===== config.mk =====
export PLATFORM = sky130hd
export DESIGN_NAME = tbpp_top
export DESIGN_NICKNAME = d
export VERILOG_FILES = /design/src/tbpp_pkg.sv /design/src/tbpp_sync.sv /design/src/tbpp_chan_mem.sv /design/src/tbpp_top.sv
export SDC_FILE = /design/constraint.sdc
export NUM_CORES = 1
export LEC_CHECK = 0
export ABC_AREA = 1
export BUFFER_PORTS_ARGS = -buffer_cell sky130_fd_sc_hd__clkbuf_2
export CORE_MARGIN = 8
export CORE_UTILIZATION = 55
export DETAILED_ROUTE_END_ITERATION = 8
export PLACE_DENSITY = 0.74
export SKIP_LAST_GASP = 1
export SLEW_MARGIN = 20
export SYNTH_ARGS = -nofsm -noshare
export SYNTH_HDL_FRONTEND = slang
export SYNTH_SLANG_ARGS = --single-unit

===== constraint.sdc =====
create_clock -name clk -period 18 [get_ports clk]
set_input_delay 2.7 -clock clk [delete_from_list [all_inputs] [get_ports clk]]
set_output_delay 2.7 -clock clk [all_outputs]
set_load 0.02 [all_outputs]

===== src/tbpp_pkg.sv =====
// Constants, register map and types of the transmit backplane port.
package tbpp_pkg;
    localparam int TBPP_AW = 7;
    localparam int TBPP_DW = 8;
    localparam int TBPP_CW = 5;
    // ----------------------------------------------------------------------
    // Register map
    // ----------------------------------------------------------------------
    localparam logic [6:0] TBPP_REG_CFG   = 7'h00;
    localparam logic [6:0] TBPP_REG_BOFF  = 7'h01;
    localparam logic [6:0] TBPP_REG_TSOFF = 7'h02;
    localparam logic [6:0] TBPP_REG_STAT  = 7'h03;
    localparam logic [6:0] TBPP_REG_PCM   = 7'h40;
    localparam logic [6:0] TBPP_REG_SIG   = 7'h60;
    // ----------------------------------------------------------------------
    // Field positions and reset values
    // ----------------------------------------------------------------------
    localparam int TBPP_CFG_RATE_LSB = 0;
    localparam int TBPP_CFG_RATE_MSB = 1;
    localparam int TBPP_CFG_E1       = 2;
    localparam int TBPP_CFG_FE       = 3;
    localparam int TBPP_CFG_DE       = 4;
    localparam int TBPP_CFG_FPIN     = 5;
    localparam int TBPP_CFG_CMS      = 6;
    localparam int TBPP_CFG_MAP      = 7;
    localparam int TBPP_BOFF_MSB     = 2;
    localparam int TBPP_BIT_OFFSET_ENABLE      = 3;
    localparam logic [7:0] TBPP_CFG_RATE_MASK = 8'h03;
    localparam logic [7:0] TBPP_CFG_RST   = 8'h20;
    localparam logic [7:0] TBPP_BOFF_RST  = 8'h00;
    localparam logic [6:0] TBPP_TSOFF_RST = 7'h00;
    // ----------------------------------------------------------------------
    // Framing and timing
    // ----------------------------------------------------------------------
    localparam logic [10:0] TBPP_T1_FRAME_BITS = 11'h0c1;
    localparam logic [10:0] TBPP_BASE_FRAME_BITS = 11'h100;
    localparam logic [6:0]  TBPP_BASE_SLOTS = 7'h20;
    localparam logic [4:0]  TBPP_T1_CHANNELS = 5'h18;
    localparam logic [4:0]  TBPP_LAST_SLOT = 5'h1f;
    localparam logic [2:0]  TBPP_LAST_BIT = 3'h7;
    localparam logic [2:0]  TBPP_EPB = 3'h2;
    localparam logic [2:0]  TBPP_EPB_CMS = 3'h4;
    localparam logic [4:0]  TBPP_FP_LATE_DIFF = 5'h01;
    localparam logic [4:0]  TBPP_FP_LEAD_DIFF = 5'h03;
    localparam logic [4:0]  TBPP_CER_BASE = 5'h04;
    localparam logic [4:0]  TBPP_CER_BASE_CMS = 5'h09;
    localparam logic [4:0]  TBPP_CER_STEP = 5'h02;
    typedef enum logic [1:0] {
        TBPP_R1544 = 2'b00,
        TBPP_R2048 = 2'b01,
        TBPP_R4096 = 2'b10,
        TBPP_R8192 = 2'b11
    } tbpp_rate_t;
    typedef enum logic {
        TBPP_HUNT = 1'b0,
        TBPP_RUN  = 1'b1
    } tbpp_state_t;
endpackage


===== src/tbpp_sync.sv =====
// Two-stage synchroniser with an edge stage for the backplane pins.
`timescale 1ns/1ps
module tbpp_sync #(
    parameter int W = 4
) (
    // Clock and reset
    input  wire logic         clk,
    input  wire logic         rst_b,
    // Pins and synchronised view
    input  wire logic [W-1:0] din,
    output logic      [W-1:0] q_ff,
    output logic      [W-1:0] rise,
    output logic      [W-1:0] fall
);
    logic [W-1:0] s1_ff;
    logic [W-1:0] s2_ff;

    if (W < 1) begin : g_chk
        $error("tbpp_sync needs W of at least one");
    end

    always_ff @(posedge clk)
    begin
        if (!rst_b)
        begin
            s1_ff <= '0;
            s2_ff <= '0;
            q_ff  <= '0;
        end
        else
        begin
            s1_ff <= din;
            s2_ff <= s1_ff;
            q_ff  <= s2_ff;
        end
    end

    assign rise = s2_ff & ~q_ff;
    assign fall = ~s2_ff & q_ff;
endmodule // tbpp_sync


===== src/tbpp_chan_mem.sv =====
// Channel byte memory with a registered read port shared with register reads.
`timescale 1ns/1ps
module tbpp_chan_mem #(
    parameter int AW = 5,
    parameter int DEPTH = 32
) (
    // Clock and reset
    input  wire logic          clk,
    input  wire logic          rst_b,
    // Write side
    input  wire logic          wr_en,
    input  wire logic [AW-1:0] wr_addr,
    input  wire logic [15:0]   wr_data,
    // Read side
    input  wire logic          rd_en,
    input  wire logic [AW-1:0] rd_addr,
    input  wire logic          rd_hi,
    input  wire logic          byp_en,
    input  wire logic [7:0]    byp_data,
    output logic      [7:0]    rd_data_ff
);
    logic [15:0] mem [DEPTH];

    if (DEPTH != (1 << AW)) begin : g_chk
        $error("tbpp_chan_mem depth must be two to the power AW");
    end

    always_ff @(posedge clk)
    begin
        if (wr_en)
        begin
            mem[wr_addr] <= wr_data;
        end
    end

    always_ff @(posedge clk)
    begin
        if (!rst_b)
            rd_data_ff <= 8'h00;
        else if (rd_en)
            rd_data_ff <= rd_hi ? mem[rd_addr][15:8] : mem[rd_addr][7:0];
        else if (byp_en)
            rd_data_ff <= byp_data;
        else
            rd_data_ff <= 8'h00;
    end
endmodule // tbpp_chan_mem


===== src/tbpp_top.sv =====
// Transmit backplane receive port: PCM and signaling capture, frame pulse capture (input mode) or generation (output mode).
//
// The plain strobed port and the register addresses were left to the implementer.
`timescale 1ns/1ps
module tbpp_top (
    // Clock and reset
    input  wire logic                         clk,
    input  wire logic                         rst_b,
    // Register port
    input  wire logic [tbpp_pkg::TBPP_AW-1:0] reg_addr,
    input  wire logic [tbpp_pkg::TBPP_DW-1:0] reg_wr_data,
    input  wire logic                         reg_wr,
    input  wire logic                         reg_rd,
    output logic      [tbpp_pkg::TBPP_DW-1:0] reg_rd_data,
    // Backplane link
    input  wire logic                         tx_backplane_clock,
    input  wire logic                         tx_backplane_frame_pulse_i,
    output logic                              tx_backplane_frame_pulse_o,
    output logic                              tx_backplane_frame_pulse_oe,
    input  wire logic                         tx_backplane_pcm_data,
    input  wire logic                         tx_backplane_signaling
);
    import tbpp_pkg::*;

    // ----------------------------------------------------------------------
    // Helpers
    // ----------------------------------------------------------------------
    function automatic logic [4:0] tbpp_delay(input logic ben, input logic [2:0] bv,
                                             input logic clock_multiple_select, input logic diff);
        logic [4:0] base;
        base = clock_multiple_select ? TBPP_CER_BASE_CMS : TBPP_CER_BASE;
        if (ben)
            return base + TBPP_CER_STEP * {2'b00, bv};
        return diff ? TBPP_FP_LATE_DIFF : 5'h00;
    endfunction

    function automatic logic [10:0] tbpp_frame_bits(input logic [1:0] rate, input logic e1);
        if (rate == TBPP_R1544 && !e1)
            return TBPP_T1_FRAME_BITS;
        if (rate == TBPP_R1544)
            return TBPP_BASE_FRAME_BITS;
        return TBPP_BASE_FRAME_BITS << (rate - 2'b01);
    endfunction

    // ----------------------------------------------------------------------
    // Registers
    // ----------------------------------------------------------------------
    logic [7:0]  cfg_ff;
    logic [7:0]  boff_ff;
    logic [6:0]  tsoff_ff;
    logic        rate_locked_ff;
    logic [1:0]  rate;
    logic        e1, fe, de, fp_in, clock_multiple_select, map_on, bit_offset_enable, diff;
    logic [2:0]  boff_val;

    assign rate     = cfg_ff[TBPP_CFG_RATE_MSB:TBPP_CFG_RATE_LSB];
    assign e1       = cfg_ff[TBPP_CFG_E1];
    assign fe       = cfg_ff[TBPP_CFG_FE];
    assign de       = cfg_ff[TBPP_CFG_DE];
    assign fp_in    = cfg_ff[TBPP_CFG_FPIN];
    assign clock_multiple_select      = cfg_ff[TBPP_CFG_CMS];
    assign map_on   = cfg_ff[TBPP_CFG_MAP];
    assign bit_offset_enable  = boff_ff[TBPP_BIT_OFFSET_ENABLE];
    assign boff_val = boff_ff[TBPP_BOFF_MSB:0];
    assign diff     = fe != de;

    always_ff @(posedge clk)
    begin
        if (!rst_b)
        begin
            cfg_ff         <= TBPP_CFG_RST;
            boff_ff        <= TBPP_BOFF_RST;
            tsoff_ff       <= TBPP_TSOFF_RST;
            rate_locked_ff <= 1'b0;
        end
        else if (reg_wr)
        begin
            case (reg_addr)
                TBPP_REG_CFG:
                begin
                    if (rate_locked_ff)
                        cfg_ff <= (reg_wr_data & ~TBPP_CFG_RATE_MASK)
                                  | (cfg_ff & TBPP_CFG_RATE_MASK);
                    else
                        cfg_ff <= reg_wr_data;
                    rate_locked_ff <= 1'b1;
                end
                TBPP_REG_BOFF:  boff_ff  <= reg_wr_data;
                TBPP_REG_TSOFF: tsoff_ff <= reg_wr_data[6:0];
                default:        cfg_ff   <= cfg_ff;
            endcase
        end
    end

    // ----------------------------------------------------------------------
    // Link sampling
    // ----------------------------------------------------------------------
    logic [3:0] lnk, lnk_rise, lnk_fall;
    logic       edge_any, de_edge, fe_edge;
    logic [2:0] epb;

    tbpp_sync #(.W(4)) u_sync (
        .clk  (clk),
        .rst_b(rst_b),
        .din  ({tx_backplane_signaling, tx_backplane_pcm_data,
                tx_backplane_frame_pulse_i, tx_backplane_clock}),
        .q_ff (lnk),
        .rise (lnk_rise),
        .fall (lnk_fall)
    );

    assign edge_any = lnk_rise[0] | lnk_fall[0];
    assign de_edge  = de ? lnk_rise[0] : lnk_fall[0];
    assign fe_edge  = fe ? lnk_rise[0] : lnk_fall[0];
    assign epb      = clock_multiple_select ? TBPP_EPB_CMS : TBPP_EPB;

    // ----------------------------------------------------------------------
    // Frame alignment
    // ----------------------------------------------------------------------
    tbpp_state_t state_ff, nxt_state;
    logic        fp_prev_ff, fp_evt, active, samp_now, first_samp;
    logic [12:0] fcnt_ff, frame_edges, rise_at;
    logic [4:0]  dly, cnt_ff, eff_cnt;
    logic [10:0] bit_ff, eff_bit, fbits;
    logic [5:0]  frame_cnt_ff;

    assign dly         = tbpp_delay(bit_offset_enable, boff_val, clock_multiple_select, diff);
    assign fbits       = tbpp_frame_bits(rate, e1);
    assign frame_edges = 13'(fbits) * 13'(epb);
    assign rise_at     = 13'((frame_edges + 13'(dly) - 13'(diff ? TBPP_FP_LEAD_DIFF : 5'h00))
                             % frame_edges);

    always_comb
    begin
        if (fp_in)
            fp_evt = fe_edge && lnk[1] && !fp_prev_ff;
        else if (state_ff == TBPP_HUNT)
            fp_evt = fe_edge;
        else
            fp_evt = edge_any && fcnt_ff == 13'h0000;
        nxt_state = fp_evt ? TBPP_RUN : state_ff;
    end

    assign active     = state_ff == TBPP_RUN || fp_evt;
    assign eff_cnt    = fp_evt ? dly : cnt_ff;
    assign eff_bit    = fp_evt ? 11'h000 : bit_ff;
    assign samp_now   = edge_any && active && eff_cnt == 5'h00;
    assign first_samp = samp_now && eff_bit == 11'h000;

    always_ff @(posedge clk)
    begin
        if (!rst_b)
        begin
            state_ff     <= TBPP_HUNT;
            fp_prev_ff   <= 1'b0;
            frame_cnt_ff <= 6'h00;
        end
        else
        begin
            state_ff <= nxt_state;
            if (fe_edge)
                fp_prev_ff <= lnk[1];
            if (fp_evt)
                frame_cnt_ff <= frame_cnt_ff + 6'h01;
        end
    end

    always_ff @(posedge clk)
    begin
        if (!rst_b)
        begin
            cnt_ff <= 5'h00;
            bit_ff <= 11'h000;
        end
        else if (edge_any && active)
        begin
            if (eff_cnt == 5'h00)
            begin
                cnt_ff <= 5'({2'b00, epb} - 5'h01);
                bit_ff <= (eff_bit == fbits - 11'h001) ? 11'h000 : eff_bit + 11'h001;
            end
            else
            begin
                cnt_ff <= eff_cnt - 5'h01;
                bit_ff <= eff_bit;
            end
        end
    end

    // ----------------------------------------------------------------------
    // Frame pulse output
    // ----------------------------------------------------------------------
    logic [2:0] fpw_ff;

    always_ff @(posedge clk)
    begin
        if (!rst_b)
        begin
            fcnt_ff                     <= 13'h0000;
            fpw_ff                      <= 3'h0;
            tx_backplane_frame_pulse_o  <= 1'b0;
            tx_backplane_frame_pulse_oe <= 1'b0;
        end
        else
        begin
            tx_backplane_frame_pulse_oe <= !fp_in;
            if (edge_any)
            begin
                if (state_ff == TBPP_HUNT)
                    fcnt_ff <= 13'h0001;
                else
                    fcnt_ff <= (fcnt_ff == frame_edges - 13'h0001) ? 13'h0000
                                                                   : fcnt_ff + 13'h0001;
                if (!fp_in && state_ff == TBPP_RUN && fcnt_ff == rise_at)
                begin
                    tx_backplane_frame_pulse_o <= 1'b1;
                    fpw_ff                     <= epb - 3'h1;
                end
                else if (fpw_ff != 3'h0)
                    fpw_ff <= fpw_ff - 3'h1;
                else
                    tx_backplane_frame_pulse_o <= 1'b0;
            end
        end
    end

    // ----------------------------------------------------------------------
    // Timeslot mapping
    // ----------------------------------------------------------------------
    logic [7:0]  pcm_sh_ff, sig_sh_ff;
    logic        fbit_ff, keep, is_f, mem_we;
    logic [4:0]  chan, slot;
    logic [2:0]  pos;
    logic [6:0]  eslot, smask, lmask;
    logic [10:0] k;
    logic [1:0]  sh;

    always_comb
    begin
        sh    = (rate == TBPP_R1544) ? 2'b00 : rate - 2'b01;
        smask = (TBPP_BASE_SLOTS << sh) - 7'h01;
        lmask = (7'h01 << sh) - 7'h01;
        k     = eff_bit - 11'h001;
        eslot = (eff_bit[9:3] - tsoff_ff) & smask;
        pos   = eff_bit[2:0];
        slot  = 5'(eslot >> sh);
        keep  = (eslot & lmask) == 7'h00;
        is_f  = 1'b0;
        chan  = slot;
        if (rate == TBPP_R1544 && !e1)
        begin
            pos  = k[2:0];
            chan = k[7:3];
            is_f = eff_bit == 11'h000;
            keep = !is_f;
        end
        else if (!e1 && !map_on)
        begin
            is_f = keep && slot == 5'h00 && pos == 3'h0;
            keep = keep && slot[1:0] != 2'b00;
            chan = slot - (slot >> 2) - 5'h01;
        end
        else if (!e1)
        begin
            is_f = keep && slot == TBPP_LAST_SLOT && pos == TBPP_LAST_BIT;
            keep = keep && slot < TBPP_T1_CHANNELS;
        end
        mem_we = samp_now && keep && pos == TBPP_LAST_BIT;
    end

    always_ff @(posedge clk)
    begin
        if (!rst_b)
        begin
            pcm_sh_ff <= 8'h00;
            sig_sh_ff <= 8'h00;
            fbit_ff   <= 1'b0;
        end
        else if (samp_now)
        begin
            pcm_sh_ff <= {pcm_sh_ff[6:0], lnk[2]};
            sig_sh_ff <= {sig_sh_ff[6:0], lnk[3]};
            if (is_f)
                fbit_ff <= lnk[2];
        end
    end

    // ----------------------------------------------------------------------
    // Read port
    // ----------------------------------------------------------------------
    logic [7:0] byp_data;

    always_comb
    begin
        case (reg_addr)
            TBPP_REG_CFG:   byp_data = cfg_ff;
            TBPP_REG_BOFF:  byp_data = boff_ff;
            TBPP_REG_TSOFF: byp_data = {1'b0, tsoff_ff};
            TBPP_REG_STAT:  byp_data = {state_ff == TBPP_RUN, fbit_ff, frame_cnt_ff};
            default:        byp_data = 8'h00;
        endcase
    end

    tbpp_chan_mem #(.AW(TBPP_CW), .DEPTH(32)) u_mem (
        .clk       (clk),
        .rst_b     (rst_b),
        .wr_en     (mem_we),
        .wr_addr   (chan),
        .wr_data   ({sig_sh_ff[6:0], lnk[3], pcm_sh_ff[6:0], lnk[2]}),
        .rd_en     (reg_rd && reg_addr >= TBPP_REG_PCM),
        .rd_addr   (reg_addr[4:0]),
        .rd_hi     (reg_addr >= TBPP_REG_SIG),
        .byp_en    (reg_rd),
        .byp_data  (byp_data),
        .rd_data_ff(reg_rd_data)
    );

    // ----------------------------------------------------------------------
    // Checks
    // ----------------------------------------------------------------------
    logic [4:0] ec_ff;
    logic [2:0] er_ff;

    always_ff @(posedge clk)
    begin
        if (!rst_b)
        begin
            ec_ff <= 5'h00;
            er_ff <= 3'h0;
        end
        else if (edge_any)
        begin
            ec_ff <= fp_evt ? 5'h00 : (ec_ff == 5'h1f ? ec_ff : ec_ff + 5'h01);
            er_ff <= (!fp_in && state_ff == TBPP_RUN && fcnt_ff == rise_at) ? 3'h0
                     : (er_ff == 3'h7 ? er_ff : er_ff + 3'h1);
        end
    end
endmodule // tbpp_top


==> run metrics, run 1 <==
M2 GR Usage 41.6%; Netlist cell types 74; Syn Area/Cell 10.1 um2; max_cap viols 0; TritonRoute pass-1 iters 6; Max Freq 0.0589 GHz; Data arrival, critical path 17.51 ns; met3 Track Usage GR 3.59%; Final #Nets 3177; Startpoint Class flop; Net Switching 1.60 mW; Synthesis Warnings 0; initial drt markers 2660; Async S/R FF share, synth 0%; synthesized cell area 30100 um2; setup TNS 0 ns; Synth-to-Final Area Change 12.3%; critical path type flop to flop; worst min-delay path startpoint u_sync.s2_ff[3]$_SDFF_PN0_; Seq/Total Area, Yosys 57.7%; r2r setup slk 1.03 ns; reg2reg start cfg_ff[1]$_SDFFE_PN0P_; CTS tree built; routed wire length 81.1 mm; Seq pwr share 34.5%; hpwl dp 52.1 mm; CTS Hold Buffers Added 0; largest net degree at the start of global routing 76; Critical Path Source cfg_ff[1]$_SDFFE_PN0P_; Post-Syn Instances 2972; overall global routing resource usage 24.8%; Worst Max-Slew Pin Slew 1.08 ns; Post-synth EDFFs 512; P_leak 12.2 nW; layout cell share with drive strength beyond 1 16.2%; Comb power frac 38.4%; FF-to-FF path depth 122; Clk network pwr share 27.2%; Worst-Skew Late Latency 0.63 ns; Max Slew Vio Count 0; commonest non-fill, non-tap cell in the layout nand2_1; met1 Use GR 33.0%; commonest cells after routing, fill and taps aside nand2_1 (641), edfxtp_1 (512), inv_1 (223); vias in the first global route 21.8k; # DRC 0; chip width 250 um; gr busiest metal met2; VDD IR-drop max 0.151 mV; top_reg_cell synth edfxtp_1; Final GP Congestion 1.00; slowest library cell on the worst path fa_1; run status complete, no violations; num rows 85; Core Region 54000 um2; Num Clock Sinks 613; post-route ant nets 0; reg-to-reg endpoint fpw_ff[1]$_SDFFE_PN0P_; final worst path period share 94.3%; CP Max Fanout 10; Slew headroom 27.0%; Cell Int Power 2.81 mW; PD cells 130 nW/um2; Num CTS Buffers 58; Die ar. 62500 um2; CP endpoint fpw_ff[1]$_SDFFE_PN0P_; skew final 0.0244 ns; Critical Path Sink Type flop; drt wl/cell 21.2 um; Max clock buf depth 3; initial antenna violation count 0; Vias 22.9k; Switching Share 36.2%; IO buf count 32; Hold Vio Cnt, Final 0; min cycle time layout 16.97 ns; Hold WC Path Type flop to flop; Clock Tree Root clkbuf_16; max incr delay on CP 0.41 ns; WP data required 18.54 ns; IO Count 33; Diodes inserted 0; vias per inst 5.98; total gr overflow 0; first-pass GRT wire length 123 mm; Setup Viol. Count Final 0; die height 250 um; CTS H-tree lvls 2; synthesized flop and latch total 613; Final Power 4.41 mW; Starting Density 55.8%; clk slew on worst S/H paths 0.07 ns
-- area by class of cell --
class	instances	area [um2]
Clock buffer	80	1590
Clock inverter	26	277
Fill cell	4242	20200
Inverter	272	1040
Multi-Input combinational cell	1983	11600
Sequential cell	613	17400
Tap cell	696	871
Timing Repair Buffer	151	1080
-- sequential cells by signal, summed over array words and instances, names as in the netlist --
signal	cells
u_mem.mem	512
fcnt_ff	13
bit_ff	11
boff_ff	8
cfg_ff	8
u_mem.rd_data_ff	8
pcm_sh_ff	7
sig_sh_ff	7
tsoff_ff	7
frame_cnt_ff	6
cnt_ff	5
u_sync.q_ff	4
u_sync.s1_ff	4
u_sync.s2_ff	4
fpw_ff	3
fbit_ff	1
fp_prev_ff	1
rate_locked_ff	1
state_ff	1
tx_backplane_frame_pulse_o	1
tx_backplane_frame_pulse_oe	1
-- cells by family after synthesis --
family          after synthesis  share of synthesized area, %
mux                           1                        0.0332
buf+inv                     380                          5.14
flops                       613                          57.7
simple gates               1340                          21.1
compound gates              482                          10.5
fa+ha+maj                    75                          3.24
other cells                   1                        0.0124
xor+xnor                     80                          2.33
-- power groups by stage --
stage          sequential (mW)  combinational [mW]  clock [mW]
6_report                  1.52                1.69        1.20
5_1_grt                   1.52                1.85        1.27
4_1_cts                   1.52                1.56        1.21
3_5_place_dp              1.55                1.44           0
3_3_place_gp              1.55                1.43           0
2_1_floorplan             1.55                1.15           0
-- worst max-delay path: cells and delay by family, from the launching register on --
kind,cells,cell delay (ns)
AOI/OAI and AO/OA,17,2.51
xor gates and xnor gates,2,0.33
adders and majority gates,14,4.23
buffers and inverters,18,1.85
DFF,1,0.38
muxes,1,0.18
and+or+nand+nor,70,7.38
-- metrics by stage --
stage | setup WS, ns | cell area, um2 | hold WS (ns) | cells | util, %
floorplan | 0.920 | 30100 | 0.390 | 2974 | -
global placement | 0.229 | 31300 | 0.393 | 3678 | 57.9
detailed placement | -0.640 | 31300 | 0.401 | 3678 | 57.9
CTS | 0.0369 | 33300 | 0.412 | 3789 | 61.6
global route | -0.166 | 33800 | 0.438 | 3821 | 62.6
finish | 1.03 | 33800 | 0.408 | 3821 | 62.6
-- worst min path at each step --
stage	to	slack, ns	cells past startpoint
after global routing	u_sync.s2_ff[2]$_SDFF_PN0_	0.44	2
after global placement	u_sync.s2_ff[3]$_SDFF_PN0_	0.39	2
final	u_sync.q_ff[3]$_SDFF_PN0_	0.41	2
after detailed placement	u_sync.q_ff[3]$_SDFF_PN0_	0.40	2
after floorplan	u_sync.q_ff[1]$_SDFF_PN0_	0.39	2
after CTS	u_sync.q_ff[3]$_SDFF_PN0_	0.41	2
-- metal layers --
| layer | up-vias | wire length, um |
|---|---|---|
| li1 | 10700 | - |
| met1 | 11000 | 33100 |
| met2 | 1008 | 39200 |
| met3 | 137 | 6500 |
| met4 | 0 | 2270 |
| met5 | - | 0 |
-- Yosys cell counts, drive strengths merged, types with 3 or more instances --
master | instances | area (um2)
nand3 | 237 | 1320
o211ai | 23 | 173
xnor2 | 19 | 166
edfxtp | 512 | 15400
o21ai | 102 | 514
clkbuf | 82 | 318
dfxtp | 101 | 2020
a22o | 6 | 52.6
nand4 | 86 | 574
nor2 | 214 | 890
nor4 | 5 | 37.5
nand3b | 8 | 60.1
o21bai | 7 | 56.3
xor2 | 61 | 534
a211oi | 9 | 67.6
ha | 70 | 876
o31ai | 3 | 22.5
o2111ai | 5 | 43.8
nor3 | 28 | 145
a22oi | 153 | 1150
o41ai | 3 | 26.3
nand2 | 746 | 3210
buf | 26 | 199
a221oi | 8 | 70.1
clkinv | 10 | 45.1
a32o | 7 | 70.1
o311ai | 11 | 96.3
a21oi | 127 | 666
or2 | 11 | 68.8
fa | 5 | 100
o22ai | 4 | 25.0
inv | 262 | 986
-- timing repair --
action / CTS / global route
pin swaps: 4 / 33
resized for setup: 20 / 81
buffers inserted: 4 / 31
endpoints found under the setup margin: 4 / 4
gates cloned: 1 / 1
No activity file was read; power rests on OpenSTA's default activity.
==> run 2: changes to the inputs <==
REMOVE_ABC_BUFFERS = 1   (was unset)
==> run 2 against run 1 <==
Compared with the run above: final area is 0.40% lower; count of clock-buffer cells in the layout is 14 lower; die area stayed put; combinational power hardly changed; largest power group unchanged; sequential power hardly changed; sequential share of layout area is 0.19 points higher; first-iteration DRC count is 2.0% lower; critical path depth is 6 higher; clock power hardly changed.
==> run metrics, run 2 (synthesis results as in run 1) <==
setup TNS 0 ns (unchanged); r2r setup slk 0.95 ns (was 1.03 ns); WHS Endpoint u_sync.s2_ff[3]$_SDFF_PN0_ (was u_sync.q_ff[3]$_SDFF_PN0_); Clock Tree Root clkbuf_16 (unchanged); routed wire length 82.1 mm (was 81.1 mm); Hold Vio Cnt, Final 0 (unchanged); IO Count 33 (unchanged); hold depth 2 (unchanged); overall global routing resource usage 24.9% (was 24.8%); Final GP Congestion 0.957 (was 1.00); max_cap viols 0 (unchanged); post-route ant nets 0 (unchanged); critical path type flop to flop (unchanged); CP dominant cell by count nand2_1; Non-Filler Instances 3824 (was 3821); vias in the first global route 21.8k (about the same); first-pass GRT wire length 124 mm (was 123 mm); CP Max Fanout 10 (unchanged); layout cell share with drive strength beyond 1 15.4% (was 16.2%); worst min-delay path startpoint u_sync.s1_ff[3]$_SDFF_PN0_ (was u_sync.s2_ff[3]$_SDFF_PN0_); commonest non-fill, non-tap cell in the layout nand2_1 (unchanged); placed insts 3674 (was 3678); initial antenna violation count 2 (was 0); # DRC 0 (unchanged); Num CTS Buffers 55 (was 58); Placed Area 31300 um2 (about the same); Critical Path Sink Type flop (unchanged); Seq pwr share 34.6% (was 34.5%); fillers 4266 (was 4242); Worst Max-Slew Pin Slew 1.03 ns (was 1.08 ns); slowest library cell on the worst path fa_1 (unchanged); Worst-Skew Late Latency 0.61 ns (was 0.63 ns); max incr delay on CP 0.45 ns (was 0.41 ns); min cycle time layout 17.05 ns (was 16.97 ns); CTS H-tree lvls 2 (unchanged); Vias 23.2k (was 22.9k); drt wl/cell 21.5 um (was 21.2 um); num rows 85 (unchanged); Net Switching 1.60 mW (about the same); largest reg by FF count u_mem.mem (unchanged); Design Area, Final 33700 um2 (was 33800 um2); Comb power frac 38.8% (was 38.4%); Die ar. 62500 um2 (unchanged); reg-to-reg endpoint fpw_ff[1]$_SDFFE_PN0P_ (unchanged); Num Clock Sinks 613 (unchanged); TritonRoute pass-1 iters 6 (unchanged); VDD IR-drop max 0.130 mV (was 0.151 mV); CTS tree built (unchanged); final hold slack 0.415 ns (was 0.408 ns); Slew headroom 31.2% (was 27.0%); Final Power 4.39 mW (was 4.41 mW); Starting Density 55.8% (unchanged); final worst path period share 94.7% (was 94.3%); FF-to-FF path depth 128 (was 122); Synth-to-Final Area Change 11.8% (was 12.3%); Startpoint Class flop (unchanged); Largest register FFs 512 (unchanged); reg2reg start cfg_ff[6]$_SDFFE_PN0P_ (was cfg_ff[1]$_SDFFE_PN0P_); IO buf count 32 (unchanged); biggest regs u_mem.mem: 512 flops, fcnt_ff: 13 flops, bit_ff: 11 flops (unchanged); WP data required 18.50 ns (was 18.54 ns); initial drt markers 2606 (was 2660); skew final 0.0416 ns (was 0.0244 ns); Cell Int Power 2.80 mW (was 2.81 mW); Hold WC Path Type flop to flop (unchanged); Core Region 54000 um2 (unchanged); largest net degree at the start of global routing 130 (was 76); P_leak 12.2 nW (about the same); hpwl dp 53.6 mm (was 52.1 mm); commonest cells after routing, fill and taps aside nand2_1 (642), edfxtp_1 (512), inv_1 (229) (was nand2_1 (641), edfxtp_1 (512), inv_1 (223)); clk slew on worst S/H paths 0.06 ns (was 0.07 ns); Data arrival, critical path 17.55 ns (was 17.51 ns); run status complete, no violations (unchanged); Final #Nets 3180 (was 3177); Switching Share 36.3% (was 36.2%); Setup Viol. Count Final 0 (unchanged); total gr overflow 0 (unchanged); PD cells 130 nW/um2 (about the same); Max Slew Vio Count 0 (unchanged); vias per inst 6.07 (was 5.98); CTS Hold Buffers Added 0 (unchanged); die height 250 um (unchanged); Max clock buf depth 3 (unchanged); Diodes inserted 0 (unchanged); Max Freq 0.0586 GHz (was 0.0589 GHz); Clk network pwr share 26.6% (was 27.2%); chip width 250 um (unchanged)
## run 2: power by group through the flow
stage | logic, mW | clock network, mW | registers [mW]
after floorplan | 1.11 | 0 | 1.55
after global placement | 1.42 | 0 | 1.55
after detailed placement | 1.43 | 0 | 1.55
after CTS | 1.49 | 1.18 | 1.52
after global routing | 1.85 | 1.23 | 1.52
final | 1.71 | 1.17 | 1.52
## run 2: worst max-delay path by stage
stage | startpoint | end | slack [ns] | cells past startpoint
after detailed placement | cfg_ff[1]$_SDFFE_PN0P_ | fpw_ff[2]$_SDFFE_PN0P_ | -0.66 | 137
after global routing | cfg_ff[6]$_SDFFE_PN0P_ | fpw_ff[1]$_SDFFE_PN0P_ | -0.24 | 136
final | cfg_ff[6]$_SDFFE_PN0P_ | fpw_ff[1]$_SDFFE_PN0P_ | 0.95 | 128
after global placement | cfg_ff[1]$_SDFFE_PN0P_ | fpw_ff[1]$_SDFFE_PN0P_ | 0.19 | 136
after floorplan | cfg_ff[1]$_SDFFE_PN0P_ | fpw_ff[1]$_SDFFE_PN0P_ | 1.04 | 135
after CTS | cfg_ff[6]$_SDFFE_PN0P_ | fpw_ff[2]$_SDFFE_PN0P_ | 0.04 | 140
## run 2: area by class of cell
class                           instances  area, um2  share of cell area, %
Sequential cell                       613      17400                   51.7
Clock buffer                           66       1450                   4.30
Tap cell                              696        871                   2.58
Inverter                              272       1050                   3.12
Clock inverter                         37        353                   1.05
Timing Repair Buffer                  154       1090                   3.24
Multi-Input combinational cell       1986      11500                   34.0
## run 2: critical path, delay by kind of cell (launching register included)
kind | cells | cell delay, ns
compound gates | 15 | 1.67
flops | 1 | 0.36
xor+xnor | 2 | 0.41
fa+ha+maj | 15 | 4.56
simple gates | 75 | 8.16
mux | 1 | 0.17
buf+inv | 20 | 1.59
## run 2: metrics by stage
| stage | setup slack (ns) | utilization [%] |
|---|---|---|
| floorplan | 1.04 | - |
| global placement | 0.193 | 57.9 |
| finish | 0.945 | 62.4 |
| global route | -0.244 | 62.4 |
| CTS | 0.0359 | 61.4 |
| detailed placement | -0.662 | 57.9 |
## run 2: timing repair
item | CTS | global route
buffers inserted | 3 | 39
cloned | 1 | 4
gates resized for setup | 13 | 64
pin swaps | 1 | 28
setup endpoints to repair | 4 | 4
## run 2: metal layers
layer / part of all wire, % / routed length [um] / vias up / global-route usage, %
met4: 2.6 / 2150 / 4 / 6.82
met3: 10 / 8580 / 187 / 5.19
met1: 41 / 34000 / 11100 / 34.9
met2: 46 / 37400 / 1212 / 39.2
li1: - / - / 10700 / -
met5: 0.021 / 17 / - / 0
